==> config.mk <==
export PLATFORM = sky130hd
export DESIGN_NAME = wdri_top
export DESIGN_NICKNAME = d
export VERILOG_FILES = /design/src/core/wdri_pkg.sv /design/src/core/wdri_tick.sv /design/src/core/wdri_top.sv
export VERILOG_INCLUDE_DIRS = /design/src /design/src/core
export SDC_FILE = /design/constraint.sdc
export NUM_CORES = 1
export LEC_CHECK = 0
export BUFFER_PORTS_ARGS = -buffer_cell sky130_fd_sc_hd__buf_2
export CAP_MARGIN = 30
export CORE_MARGIN = 10
export CORE_UTILIZATION = 55
export CTS_CLUSTER_SIZE = 10
export DETAILED_ROUTE_END_ITERATION = 8
export PLACE_DENSITY_LB_ADDON = 0.15
export SLEW_MARGIN = 25
export SYNTH_ARGS = -nofsm -noshare
export SYNTH_HDL_FRONTEND = slang
export SYNTH_SLANG_ARGS = --single-unit
==> constraint.sdc <==
create_clock -name pclk -period 4.3 [get_ports pclk]
set_clock_uncertainty 0.1 [all_clocks]
set_input_delay 0.86 -clock pclk [delete_from_list [all_inputs] [get_ports pclk]]
set_output_delay 0.86 -clock pclk [all_outputs]
set_load 0.005 [all_outputs]
==> src/core/wdri_regs.svh <==
// Purpose: register indices, field positions, reset values and timing counts
// Assumes: byte address of a register is four times its index
// Notes: definitions only
`ifndef WDRI_REGS_SVH
`define WDRI_REGS_SVH

// ****************************************************************
// register indices
// ****************************************************************
`define WDRI_IDX_RUN_CONTROL 10'h000
`define WDRI_IDX_PERIOD_CONFIG 10'h001
`define WDRI_IDX_EARLY_WARNING_CONTROL 10'h002
`define WDRI_IDX_INTERRUPT_ENABLE_CLEAR 10'h004
`define WDRI_IDX_INTERRUPT_ENABLE_SET 10'h005
`define WDRI_IDX_INTERRUPT_FLAGS 10'h006
`define WDRI_IDX_SYNC_STATUS 10'h007
`define WDRI_IDX_SERVICE_KEY 10'h008

// ****************************************************************
// field positions
// ****************************************************************
`define WDRI_BIT_ENABLE 1
`define WDRI_BIT_WINDOW 2
`define WDRI_BIT_LOCK 7
`define WDRI_LSB_PERIOD 0
`define WDRI_LSB_CLOSED 4
`define WDRI_LSB_EW_OFFSET 0
`define WDRI_BIT_EARLY_WARNING 0
`define WDRI_BIT_SYNC_BUSY 7

// ****************************************************************
// values and timing
// ****************************************************************
`define WDRI_RESET_BYTE 8'h00
`define WDRI_SERVICE_KEY_VALUE 8'hA5
`define WDRI_CODE_MAX 4'hB
`define WDRI_BASE_LEN 16'h0008
`define WDRI_PCLK_NS 40
`define WDRI_COUNT_CLK_NS 1000
`define WDRI_TICK_CYCLES ((`WDRI_COUNT_CLK_NS) / (`WDRI_PCLK_NS))

`endif

==> src/core/wdri_pkg.sv <==
// Purpose: types shared by the watchdog register interface
// Assumes: constants come from wdri_regs.svh
// Notes: period codes above the top code act as the top code
package wdri_pkg;
	`include "wdri_regs.svh"

	typedef struct packed {
		logic psel;
		logic penable;
		logic pwrite;
		logic [11:0] paddr;
		logic [31:0] pwdata;
	} wdri_apb_req_t;

	typedef struct packed {
		logic permanent_run_lock;
		logic window_mode;
		logic enable;
		logic [3:0] closed_window_code;
		logic [3:0] timeout_period_code;
		logic [3:0] early_warning_offset_code;
	} wdri_cfg_t;

	typedef enum logic [1:0] {
		WDRI_OFF,
		WDRI_CLOSED,
		WDRI_OPEN
	} wdri_state_t;

	// power-of-two length in count clock cycles, 8 .. 16384
	function automatic logic [14:0] wdri_len(input logic [3:0] code);
		logic [3:0] c;
		logic [15:0] v;
		c = (code > `WDRI_CODE_MAX) ? `WDRI_CODE_MAX : code;
		v = `WDRI_BASE_LEN << c;
		return v[14:0];
	endfunction : wdri_len
endpackage : wdri_pkg

==> src/core/wdri_tick.sv <==
// Purpose: count clock enable, one pclk pulse per count clock period
// Assumes: single pclk domain
// Notes: stands in for the separate watchdog clock
`timescale 1ns/10ps
module wdri_tick #(
	parameter int DIV = 25
) (
	// clock and reset
	input wire logic pclk,
	input wire logic presetn,
	// enable out
	output logic tick
);
	import wdri_pkg::*;

	logic [15:0] cnt;

	initial begin
		if (DIV < 2 || DIV > 65535) begin
			$error("wdri_tick: DIV out of range");
		end
	end

	always_ff @(posedge pclk or negedge presetn) begin
		if (!presetn) begin
			cnt <= 16'h0000;
			tick <= 1'b0;
		end else if (cnt == 16'(DIV - 1)) begin
			cnt <= 16'h0000;
			tick <= 1'b1;
		end else begin
			cnt <= cnt + 16'h0001;
			tick <= 1'b0;
		end
	end
endmodule : wdri_tick

==> src/core/wdri_top.sv <==
// Purpose: watchdog with period, early warning, keyed service and APB regs
// Assumes: APB3 slave, 32-bit data, byte address = index * 4
// Notes: count clock is an enable from wdri_tick; sync ends at its tick
//
// What this block does
// [RULE1] period code sets time-out, 8 to 16384
// [RULE2] window mode: period code is open window
// [RULE3] offset code sets early warning point
// [RULE4] period and offset loaded from user row
// [RULE5] unused bits read zero, software writes zero
// [RULE6] enable-clear one disables early warning
// [RULE7] enable-set one enables early warning
// [RULE8] both enable registers read one shared state
// [RULE9] flag set at early warning point
// [RULE10] writing one clears the flag
// [RULE11] busy bit tracks cross-domain register sync
// [RULE12] key write restarts the period
// [RULE13] wrong key value resets the system
// [RULE14] window mode warns at open window start
// [RULE15] sync register write while busy stalls the bus
// [RULE16] closed window code, same power-of-two lengths
// [RULE17] lock bit freezes control, config, warning control
// [RULE18] period end without service resets system
// [RULE19] irq when flag and enable both set
// [RULE20] key in closed window resets system
`timescale 1ns/10ps
`include "wdri_regs.svh"
module wdri_top #(
	parameter int TICK_DIV = `WDRI_TICK_CYCLES
) (
	// clock and reset
	input wire logic pclk,
	input wire logic presetn,
	// apb slave
	input wire wdri_pkg::wdri_apb_req_t apb_req,
	output logic [31:0] prdata,
	output logic pready,
	output logic pslverr,
	// user row values taken after reset
	input wire wdri_pkg::wdri_cfg_t user_row_cfg,
	// system side
	output logic irq,
	output logic wdt_sys_reset
);
	import wdri_pkg::*;

	// ****************************************************************
	// declarations
	// ****************************************************************
	wdri_cfg_t cfg;
	wdri_cfg_t act;
	wdri_state_t state;
	logic loaded;
	logic tick;
	logic sync_pend;
	logic key_pend;
	logic busy;
	logic inten;
	logic ew_flag;
	logic [14:0] cnt;
	logic [9:0] idx;
	logic [7:0] wbyte;
	logic mapped;
	logic sync_reg;
	logic stall;
	logic acc;
	logic wr;
	logic wr_ok;
	logic key_ok;
	logic bad_key;
	logic ew_evt;
	logic timeout_evt;
	logic [14:0] next_cnt;
	logic [7:0] rbyte;
	assign busy = sync_pend | key_pend;
	assign idx = apb_req.paddr[11:2];
	assign wbyte = apb_req.pwdata[7:0];
	assign mapped = (idx <= `WDRI_IDX_SERVICE_KEY) && (idx != 10'h003);
	assign sync_reg = (idx == `WDRI_IDX_RUN_CONTROL) ||
		(idx == `WDRI_IDX_PERIOD_CONFIG) ||
		(idx == `WDRI_IDX_EARLY_WARNING_CONTROL) ||
		(idx == `WDRI_IDX_SERVICE_KEY);
	// a sync write waits for the previous sync to finish
	assign stall = apb_req.pwrite && sync_reg && mapped && busy; // [RULE15]
	assign acc = apb_req.psel && apb_req.penable && !pready && !stall;
	assign wr = pready && apb_req.psel && apb_req.penable &&
		apb_req.pwrite && mapped && loaded;
	// lock freezes the three configuration registers
	assign wr_ok = wr && !cfg.permanent_run_lock; // [RULE17]
	assign key_ok = wbyte == `WDRI_SERVICE_KEY_VALUE;
	// wrong key, or any key while the closed window runs, resets at once
	assign bad_key = wr && (idx == `WDRI_IDX_SERVICE_KEY) &&
		(!key_ok || state == WDRI_CLOSED); // [RULE13] [RULE20]
	assign next_cnt = cnt + 15'h0001;

	// ****************************************************************
	// count clock enable
	// ****************************************************************
	wdri_tick #(
		.DIV(TICK_DIV)
	) u_tick (
		.pclk(pclk),
		.presetn(presetn),
		.tick(tick)
	);
	initial begin
		if (TICK_DIV < 2) begin
			$error("wdri_top: TICK_DIV must be at least 2");
		end
	end

	// ****************************************************************
	// configuration registers
	// ****************************************************************
	always_ff @(posedge pclk or negedge presetn) begin
		if (!presetn) begin
			cfg <= '0;
			loaded <= 1'b0;
		end else if (!loaded) begin
			// user row values are caught once, after reset release
			cfg <= user_row_cfg; // [RULE4]
			loaded <= 1'b1;
		end else if (wr_ok) begin
			case (idx)
				`WDRI_IDX_RUN_CONTROL: begin
					cfg.enable <= wbyte[`WDRI_BIT_ENABLE];
					if (!cfg.enable) begin
						cfg.window_mode <= wbyte[`WDRI_BIT_WINDOW];
					end
					// only a power-on reset drops the lock
					if (wbyte[`WDRI_BIT_LOCK]) begin
						cfg.permanent_run_lock <= 1'b1; // [RULE17]
					end
				end
				`WDRI_IDX_PERIOD_CONFIG: begin
					cfg.timeout_period_code <=
						wbyte[`WDRI_LSB_PERIOD +: 4]; // [RULE1]
					cfg.closed_window_code <=
						wbyte[`WDRI_LSB_CLOSED +: 4]; // [RULE16]
				end
				`WDRI_IDX_EARLY_WARNING_CONTROL: begin
					cfg.early_warning_offset_code <=
						wbyte[`WDRI_LSB_EW_OFFSET +: 4]; // [RULE3]
				end
				default: begin
				end
			endcase
		end
	end

	// ****************************************************************
	// synchronisation to the count clock
	// ****************************************************************
	always_ff @(posedge pclk or negedge presetn) begin
		if (!presetn) begin
			sync_pend <= 1'b0;
		end else if (wr_ok && sync_reg && idx != `WDRI_IDX_SERVICE_KEY) begin
			sync_pend <= 1'b1; // [RULE11]
		end else if (tick) begin
			sync_pend <= 1'b0; // [RULE11]
		end
	end

	always_ff @(posedge pclk or negedge presetn) begin
		if (!presetn) begin
			key_pend <= 1'b0;
		end else if (wr && idx == `WDRI_IDX_SERVICE_KEY && !bad_key) begin
			key_pend <= 1'b1; // [RULE11]
		end else if (tick) begin
			key_pend <= 1'b0;
		end
	end

	// the counting side sees the user row at load, then only the copy taken at a tick
	always_ff @(posedge pclk or negedge presetn) begin
		if (!presetn) begin
			act <= '0;
		end else if (tick && sync_pend) begin
			act <= cfg;
		end else if (!loaded) begin
			act <= user_row_cfg; // [RULE4]
		end
	end

	// ****************************************************************
	// watchdog counter
	// ****************************************************************
	always_comb begin
		ew_evt = 1'b0;
		timeout_evt = 1'b0;
		if (tick && act.enable && !(key_pend)) begin
			case (state)
				WDRI_CLOSED: begin
					// warning marks the open window start
					ew_evt = next_cnt == wdri_len(act.closed_window_code); // [RULE14]
				end
				WDRI_OPEN: begin
					ew_evt = !act.window_mode && next_cnt ==
						wdri_len(act.early_warning_offset_code); // [RULE9]
					timeout_evt = next_cnt ==
						wdri_len(act.timeout_period_code); // [RULE18]
				end
				default: begin
				end
			endcase
		end
	end

	always_ff @(posedge pclk or negedge presetn) begin
		if (!presetn) begin
			state <= WDRI_OFF;
			cnt <= 15'h0000;
		end else if (bad_key) begin
			state <= WDRI_OFF;
			cnt <= 15'h0000;
		end else if (tick) begin
			if (!act.enable) begin
				state <= WDRI_OFF;
				cnt <= 15'h0000;
			end else if (key_pend || timeout_evt || state == WDRI_OFF) begin
				// service restarts the full period
				state <= act.window_mode ? WDRI_CLOSED : WDRI_OPEN; // [RULE12]
				cnt <= 15'h0000;
			end else if (state == WDRI_CLOSED && ew_evt) begin
				// open window length follows the period code
				state <= WDRI_OPEN; // [RULE2]
				cnt <= 15'h0000;
			end else begin
				cnt <= next_cnt;
			end
		end
	end

	always_ff @(posedge pclk or negedge presetn) begin
		if (!presetn) begin
			wdt_sys_reset <= 1'b0;
		end else begin
			wdt_sys_reset <= bad_key || timeout_evt; // [RULE13] [RULE18]
		end
	end

	// ****************************************************************
	// interrupt enable, flag and request
	// ****************************************************************
	always_ff @(posedge pclk or negedge presetn) begin
		if (!presetn) begin
			inten <= 1'b0;
		end else if (wr && idx == `WDRI_IDX_INTERRUPT_ENABLE_SET &&
			wbyte[`WDRI_BIT_EARLY_WARNING]) begin
			inten <= 1'b1; // [RULE7]
		end else if (wr && idx == `WDRI_IDX_INTERRUPT_ENABLE_CLEAR &&
			wbyte[`WDRI_BIT_EARLY_WARNING]) begin
			inten <= 1'b0; // [RULE6]
		end
	end

	// a warning in the same cycle as the clear is kept
	always_ff @(posedge pclk or negedge presetn) begin
		if (!presetn) begin
			ew_flag <= 1'b0;
		end else if (ew_evt) begin
			ew_flag <= 1'b1; // [RULE9]
		end else if (wr && idx == `WDRI_IDX_INTERRUPT_FLAGS &&
			wbyte[`WDRI_BIT_EARLY_WARNING]) begin
			ew_flag <= 1'b0; // [RULE10]
		end
	end

	always_ff @(posedge pclk or negedge presetn) begin
		if (!presetn) begin
			irq <= 1'b0;
		end else begin
			irq <= ew_flag && inten; // [RULE19]
		end
	end
	// ****************************************************************
	// apb answer
	// ****************************************************************
	always_comb begin
		rbyte = `WDRI_RESET_BYTE;
		case (idx)
			`WDRI_IDX_RUN_CONTROL: begin
				rbyte[`WDRI_BIT_ENABLE] = cfg.enable;
				rbyte[`WDRI_BIT_WINDOW] = cfg.window_mode;
				rbyte[`WDRI_BIT_LOCK] = cfg.permanent_run_lock;
			end
			`WDRI_IDX_PERIOD_CONFIG: begin
				rbyte[`WDRI_LSB_PERIOD +: 4] = cfg.timeout_period_code;
				rbyte[`WDRI_LSB_CLOSED +: 4] = cfg.closed_window_code;
			end
			`WDRI_IDX_EARLY_WARNING_CONTROL: begin
				rbyte[`WDRI_LSB_EW_OFFSET +: 4] =
					cfg.early_warning_offset_code;
			end
			`WDRI_IDX_INTERRUPT_ENABLE_CLEAR,
			`WDRI_IDX_INTERRUPT_ENABLE_SET: begin
				rbyte[`WDRI_BIT_EARLY_WARNING] = inten; // [RULE8]
			end
			`WDRI_IDX_INTERRUPT_FLAGS: begin
				rbyte[`WDRI_BIT_EARLY_WARNING] = ew_flag;
			end
			`WDRI_IDX_SYNC_STATUS: begin
				rbyte[`WDRI_BIT_SYNC_BUSY] = busy; // [RULE11]
			end
			default: begin
			end
		endcase
	end

	always_ff @(posedge pclk or negedge presetn) begin
		if (!presetn) begin
			pready <= 1'b0;
			pslverr <= 1'b0;
			prdata <= 32'h00000000;
		end else if (acc) begin
			pready <= 1'b1;
			pslverr <= !mapped;
			// reserved bits and the write-only key read as zero
			prdata <= {24'h000000, apb_req.pwrite ? 8'h00 : rbyte}; // [RULE5]
		end else begin
			pready <= 1'b0;
			pslverr <= 1'b0;
			prdata <= 32'h00000000;
		end
	end
endmodule : wdri_top

# Word level (Yosys, flattened, before mapping)
# Cells that the tools add are included.
# W data, S select, Z words.
# word_totals
regBits,104
input_bits,64
out_inout_bits,36
word_cells,163
# classes
add_sub_neg,2
n_lt_le_gt_ge,4
eq_ne,24
shift,3
n_mux,45
n_bitwise,1
reduce_logical,59
# op_table
operator,n
$mux W15,7
$eq A15 B15 Y1,3
$shl A4 B4 Y15 const A,3
$eq A10 B3 Y1 const B,4
$logic_and A1 B1 Y1,30
$mux W14,2
$mux W8,3
$add A16 B1 Y16 const B,1
$eq A16 B5 Y1 const B,1
$mux W16,1
$mux W4,4
$add A15 B1 Y15 const B,1
$mux W1,15
$gt A4 B4 Y1 const B,3
$mux W2,6
$eq A10 B1 Y1 const B,1
$eq A10 B2 Y1 const B,1
$eq A10 B4 Y1 const B,1
$le A10 B4 Y1 const B,1
$logic_not A10 Y1,1
$ne A10 B2 Y1 const B,1
$ne A10 B4 Y1 const B,1
$ne A2 B1 Y1 const B,5
$reduce_bool A2 Y1,5
other kinds (17),37

# Depth between registers and ports, before layout
# logic_depth
ltp_word,13
mapped_depth,12
mapped_depth_nobuf,10

# Hierarchy
# A second synthesis with hierarchy kept.
# hier_totals
cells_unflattened,642
area_unflattened_um2,5586.6
# modules_own_cells
module,instances,cells_per_inst,area_per_inst_um2
wdri_top,1,570,4764.6
wdri_tick,1,72,822.0

# Least setup slack after synthesis
# Ideal clock, no wire load.
# synth_path
path_kind,input to register
startpoint,in apb_req[35] (netlist name)
endpoint,reg cnt[10]
arrival_ns,3.219
t_required_ns,4.136
slack_ns,0.917
stages,10
path_cell_list,buf_2 -> or2_1 -> a21o_1 -> a2111o_1 -> or4_1 -> nor2b_2 -> nor2_2 -> or3_1 -> a211oi_1 -> a21o_1
# synth_via
elab_chain_cells,7
word_cells_on_any_way,10
# synth_rtl
item,line,text
"start, declared",wdri_top.sv:35,"input wire wdri_pkg::wdri_apb_req_t apb_req,"
$le A10 B4 Y1 (no line) or $ne A10 B2 Y1 (tied branches),--,
$logic_and A1 B1 Y1,wdri_top.sv:78,assign mapped = (idx <= `WDRI_IDX_SERVICE_KEY) && (idx != 10'h003);
$logic_and A1 B1 Y1 (2 in a row),wdri_top.sv:87,apb_req.pwrite && mapped && loaded;
$logic_and A1 B1 Y1 (*) (2 in a row),wdri_top.sv:92,assign bad_key = wr && (idx == `WDRI_IDX_SERVICE_KEY) &&
$mux W15 or $reduce_bool A2 Y1 (tied branches),--,
"end signal, assigned",wdri_top.sv:229,cnt <= next_cnt;
"end, declared",wdri_top.sv:60,logic [14:0] cnt;
# Every way passes the cells marked *; elsewhere a longest branch is shown, timed or not.
# A chain may end at the register's enable or synchronous reset.

# Worst setup path after layout
# layout_path
startpoint,reg cnt[4]
endpoint,reg cnt[14]
# layout_via
elab_chain_cells,11
word_cells_on_any_way,17
# layout_rtl
item,line,text
$add A15 B1 Y15 (*),wdri_top.sv:94,assign next_cnt = cnt + 15'h0001;
$eq A15 B15 Y1,wdri_top.sv:198,ew_evt = !act.window_mode && next_cnt ==
$logic_and A1 B1 Y1,wdri_top.sv:198,
$pmux W1 S2,wdri_top.sv:192,case (state)
$mux W1,wdri_top.sv:191,if (tick && act.enable && !(key_pend)) begin
$logic_and A1 B1 Y1,wdri_top.sv:224,end else if (state == WDRI_CLOSED && ew_evt) begin
$mux W15,wdri_top.sv:224,
$mux W15 (*),wdri_top.sv:220,end else if (key_pend || timeout_evt || state == WDRI_OFF) begin
$mux W15 (*),wdri_top.sv:217,if (!act.enable) begin
$mux W15 (*),wdri_top.sv:216,end else if (tick) begin
$mux W15 (*),wdri_top.sv:213,end else if (bad_key) begin
# Every way passes the cells marked *; elsewhere a longest branch is shown, timed or not. The select of a mux whose other input is x is not followed.

==> out/metrics.yaml <==
floorplanning:
  initial_core_util_pct: 56.44
  die_w_um: 122.7
  chipHeight_um: 122.7
  dieArea_um2: 15050
  coreArea_um2: 10280
  ios: 100
  rows: 37
timing:
  min_period_over_period_pct: 88.13
  slew_violations: 0
  clock.fmax_mhz: 263.9
  hold_violations: 0
  slew_headroom_pct: 45.16
  period_needed_ns: 3.789
  finalSetupViolCount: 0
  fin_tns_setup_ns: 0
  tightest_slew_ns: 0.8225
  rsz0062_at_grt: "no"
yosys:
  synth_area_um2: 5801
  synth.area.top_cells: "dfrtp_1 (35%), mux2i_1 (4.5%), nand2_1 (3.9%), xnor2_1 (3.9%), buf_4 (3.8%)"
  yosysWarnings: 0
  avgSynthCellArea_um2: 8.710
  ys_seq_elements: 80
  synth.top_cell.area_share_pct: 34.51
  ys.flop_type: "dfrtp_1"
  synth_largest_area_cell: "dfrtp_1"
  synth-edff-count: 0
  synth.distinct_cells: 86
  synthCells: 666
  async_reset_ff_share_pct: 100.0
  yosysSeqAreaShare_pct: 34.51
cells_and_area:
  drive_gt1_share_pct: 14.66
  nFillCells: 978
  diodes: 0
  area_growth_pct: 6.859
  layout.nets: 762
critical_path:
  rr_endpoint: "cnt[14]"
  rrSetupSlack_ns: 0.51
  cp.arrival_ns: 3.98
  crit_fanout: 14
  crit_cells: 9
  crit_slowest_cell: "dfrtp_1"
  start_kind: "flop"
  worstSetupEndpointType: "flop"
  worstSetupPathType: "flop to flop"
  r2r_start: "cnt[4]"
  cp.required_ns: 4.49
  rr_worst_depth: 9
  crit_family: "simple AND/OR/NAND/NOR gates"
  cp_num_buf_inv: 0
  path_cells: "nand3_2, nor4_2, xnor2_1, mux2i_1, nor2_1, o2111ai_1, a21oi_4, or3_1, o22ai_1"
  max_stage_delay_ns: 0.69
job:
  drv_cap: 0
pwr:
  swShare_pct: 29.86
  finalPower_mw: 1.636
  sequentialPowerShare_pct: 51.3
  combPwrFrac_pct: 13.2
  pwr_density_cell_nw_per_um2: 263.9
  pwr-share-clk_pct: 35.6
  p_sw_uw: 488.4
  internal_power_mw: 1.148
  vdd_ir_drop_max_v: 0.0002346
  leakagePower_nw: 2.602
clock_tree:
  cts_tree: "done"
  cts_max_level: 3
  cts_sinks: 80
  clkTransAtPathRegs_ns: 0.10
  ctsHoldBuffers: 0
  post-cts-setup-buffers: 0
  clockBufferDepth: 2
  ctsResizeCount: 0
  clock_latency_ns: 0.36
  cts-root-buf: "clkbuf_8"
  cts_buffers: 9
placed_design:
  hpwl_mm: 11.99
  port_buffers: 49
  routabilityCongestion: 0.8943
worst_hold_path:
  min_path_type: "input pin to asynchronous set/reset pin"
detailed_routing:
  wire_per_inst_um: 19.18
  vias: 5136
  route.antenna.remaining_nets: 0
  dr.pass1.iters: 5
  drc_errors: 0
  drt_wl_total_mm: 15.95
  drt_iter0_drc: 394
  vias_per_cell: 6.173
global_route:
  grt_max_degree: 46
  antenna_found_initial: 0
  grt_pass1_vias: 4939
  grt.overflow.total: 0
  grt_usage_pct: 21.00
  grt_pass1_wl_mm: 25.36
run_status:
  status: "complete, no violations"
-- power groups by stage --
stage	Combinational, mW	Sequential, mW	Clock [mW]
after floorplan	0.185	0.813	0
after global placement	0.203	0.849	0
after detailed placement	0.212	0.851	0
after CTS	0.214	0.836	0.596
after global routing	0.241	0.844	0.627
final	0.215	0.839	0.582
-- metrics by stage --
stage,hold WS (ns),util [%],std cells,setup WS [ns],cell area [um^2]
6_report,0.3837,60.31,832,0.5106,6198
5_1_grt,0.4139,60.31,832,0.3584,6198
4_1_cts,0.3900,60.31,832,0.6060,6198
3_5_place_dp,0.3721,58.34,816,0.5984,5996
3_3_place_gp,0.3648,58.14,815,0.6148,5976
2_1_floorplan,0.3464,-,689,0.9166,5887
-- sequential cells by signal (all words and copies together) (netlist names) --
| signal | flops |
|---|---|
| act | 14 |
| cfg | 15 |
| cnt | 15 |
| ew_flag | 1 |
| inten | 1 |
| irq | 1 |
| key_pend | 1 |
| loaded | 1 |
| prdata | 8 |
| pready | 1 |
| pslverr | 1 |
| state | 2 |
| sync_pend | 1 |
| u_tick.cnt | 16 |
| u_tick.tick | 1 |
| wdt_sys_reset | 1 |
-- synth_stat cells, types with 3 or more instances --
library cell,number
nand4_1,9
nor4_1,11
dfrtp_1,80
o21ai_0,29
xnor2_1,26
o211ai_1,6
inv_1,13
buf_2,8
a21oi_1,40
xor2_1,8
and2_1,10
or2_2,3
mux2_2,3
a31o_2,3
buf_4,29
nand3_1,22
o22ai_1,4
a31oi_1,3
nand2_1,61
nor3b_1,7
o2111ai_1,5
ha_1,7
nand2b_1,7
o31ai_1,11
nor4bb_1,6
a22oi_1,5
and3_1,12
nor3_1,15
clkbuf_1,26
or2_1,3
o21ai_1,4
a21o_1,7
a2111o_1,3
nand4b_1,6
a211oi_1,5
nor2b_1,15
nor4b_1,7
nor2_1,52
mux2i_1,26
or3_1,8
-- worst reg2reg max path: stages, from the launching register on --
cell and delay (ns):
dfrtp_1 0.69, nand3_2 0.44, nor4_2 0.52, xnor2_1 0.40, mux2i_1 0.26, nor2_1 0.07
o2111ai_1 0.41, a21oi_4 0.20, or3_1 0.44, o22ai_1 0.18
-- worst max-delay path by stage --
| stage | start | slack (ns) | endpoint |
|---|---|---|---|
| after floorplan | apb_req[35] | 0.92 | cnt[10] |
| after global placement | cnt[0] | 0.61 | cnt[6] |
| after detailed placement | apb_req[35] | 0.60 | cnt[10] |
| after CTS | cnt[4] | 0.61 | cnt[14] |
| after global routing | cnt[0] | 0.36 | cnt[2] |
| final | cnt[4] | 0.51 | cnt[14] |
-- routing by layer --
| metal | GRT usage (%) | up-vias | routed length [um] | part of all wire [%] |
|---|---|---|---|---|
| met5 | 0 | - | 0 | 0 |
| met4 | 8.837 | 0 | 503 | 3.2 |
| met3 | 3.857 | 38 | 1139 | 7.1 |
| met2 | 33.13 | 198 | 7592 | 48 |
| met1 | 27.71 | 2473 | 6717 | 42 |
| li1 | - | 2427 | - | - |
-- cell families after synthesis --
logic type	after synthesis	share of synthesized area, %
and+or+nand+nor	281	28.11
buffers and inverters	79	7.420
adders and majority gates	8	1.682
DFF	80	34.51
AOI/OAI and AO/OA	152	17.67
other	2	0.1295
muxes	29	5.069
xor gates and xnor gates	35	5.414
-- cell usage in the layout (no fill, tap or decap), drive strengths merged, types with 25 or more instances in the layout --
| cell type | n |
|---|---|
| dfrtp | 80 |
| nand3 | 25 |
| a21oi | 41 |
| nor2 | 53 |
| xnor2 | 27 |
| buf | 57 |
| o21ai | 33 |
| nand2 | 61 |
| conb | 25 |
| mux2i | 26 |
-- layout make-up --
cell class              instances  area (um^2)  share of cell area [%]
multi-input cells             530         3455                   55.73
flip-flops and latches         80         2002                   32.30
repair buffers                 57        320.3                   5.168
well taps                     136        170.2                   2.745
clock buffers                   9        123.9                   1.998
clock inverters                 7        78.83                   1.272
inverters                      13        48.80                  0.7872
Note: power is estimated with default switching activity, not from simulation.
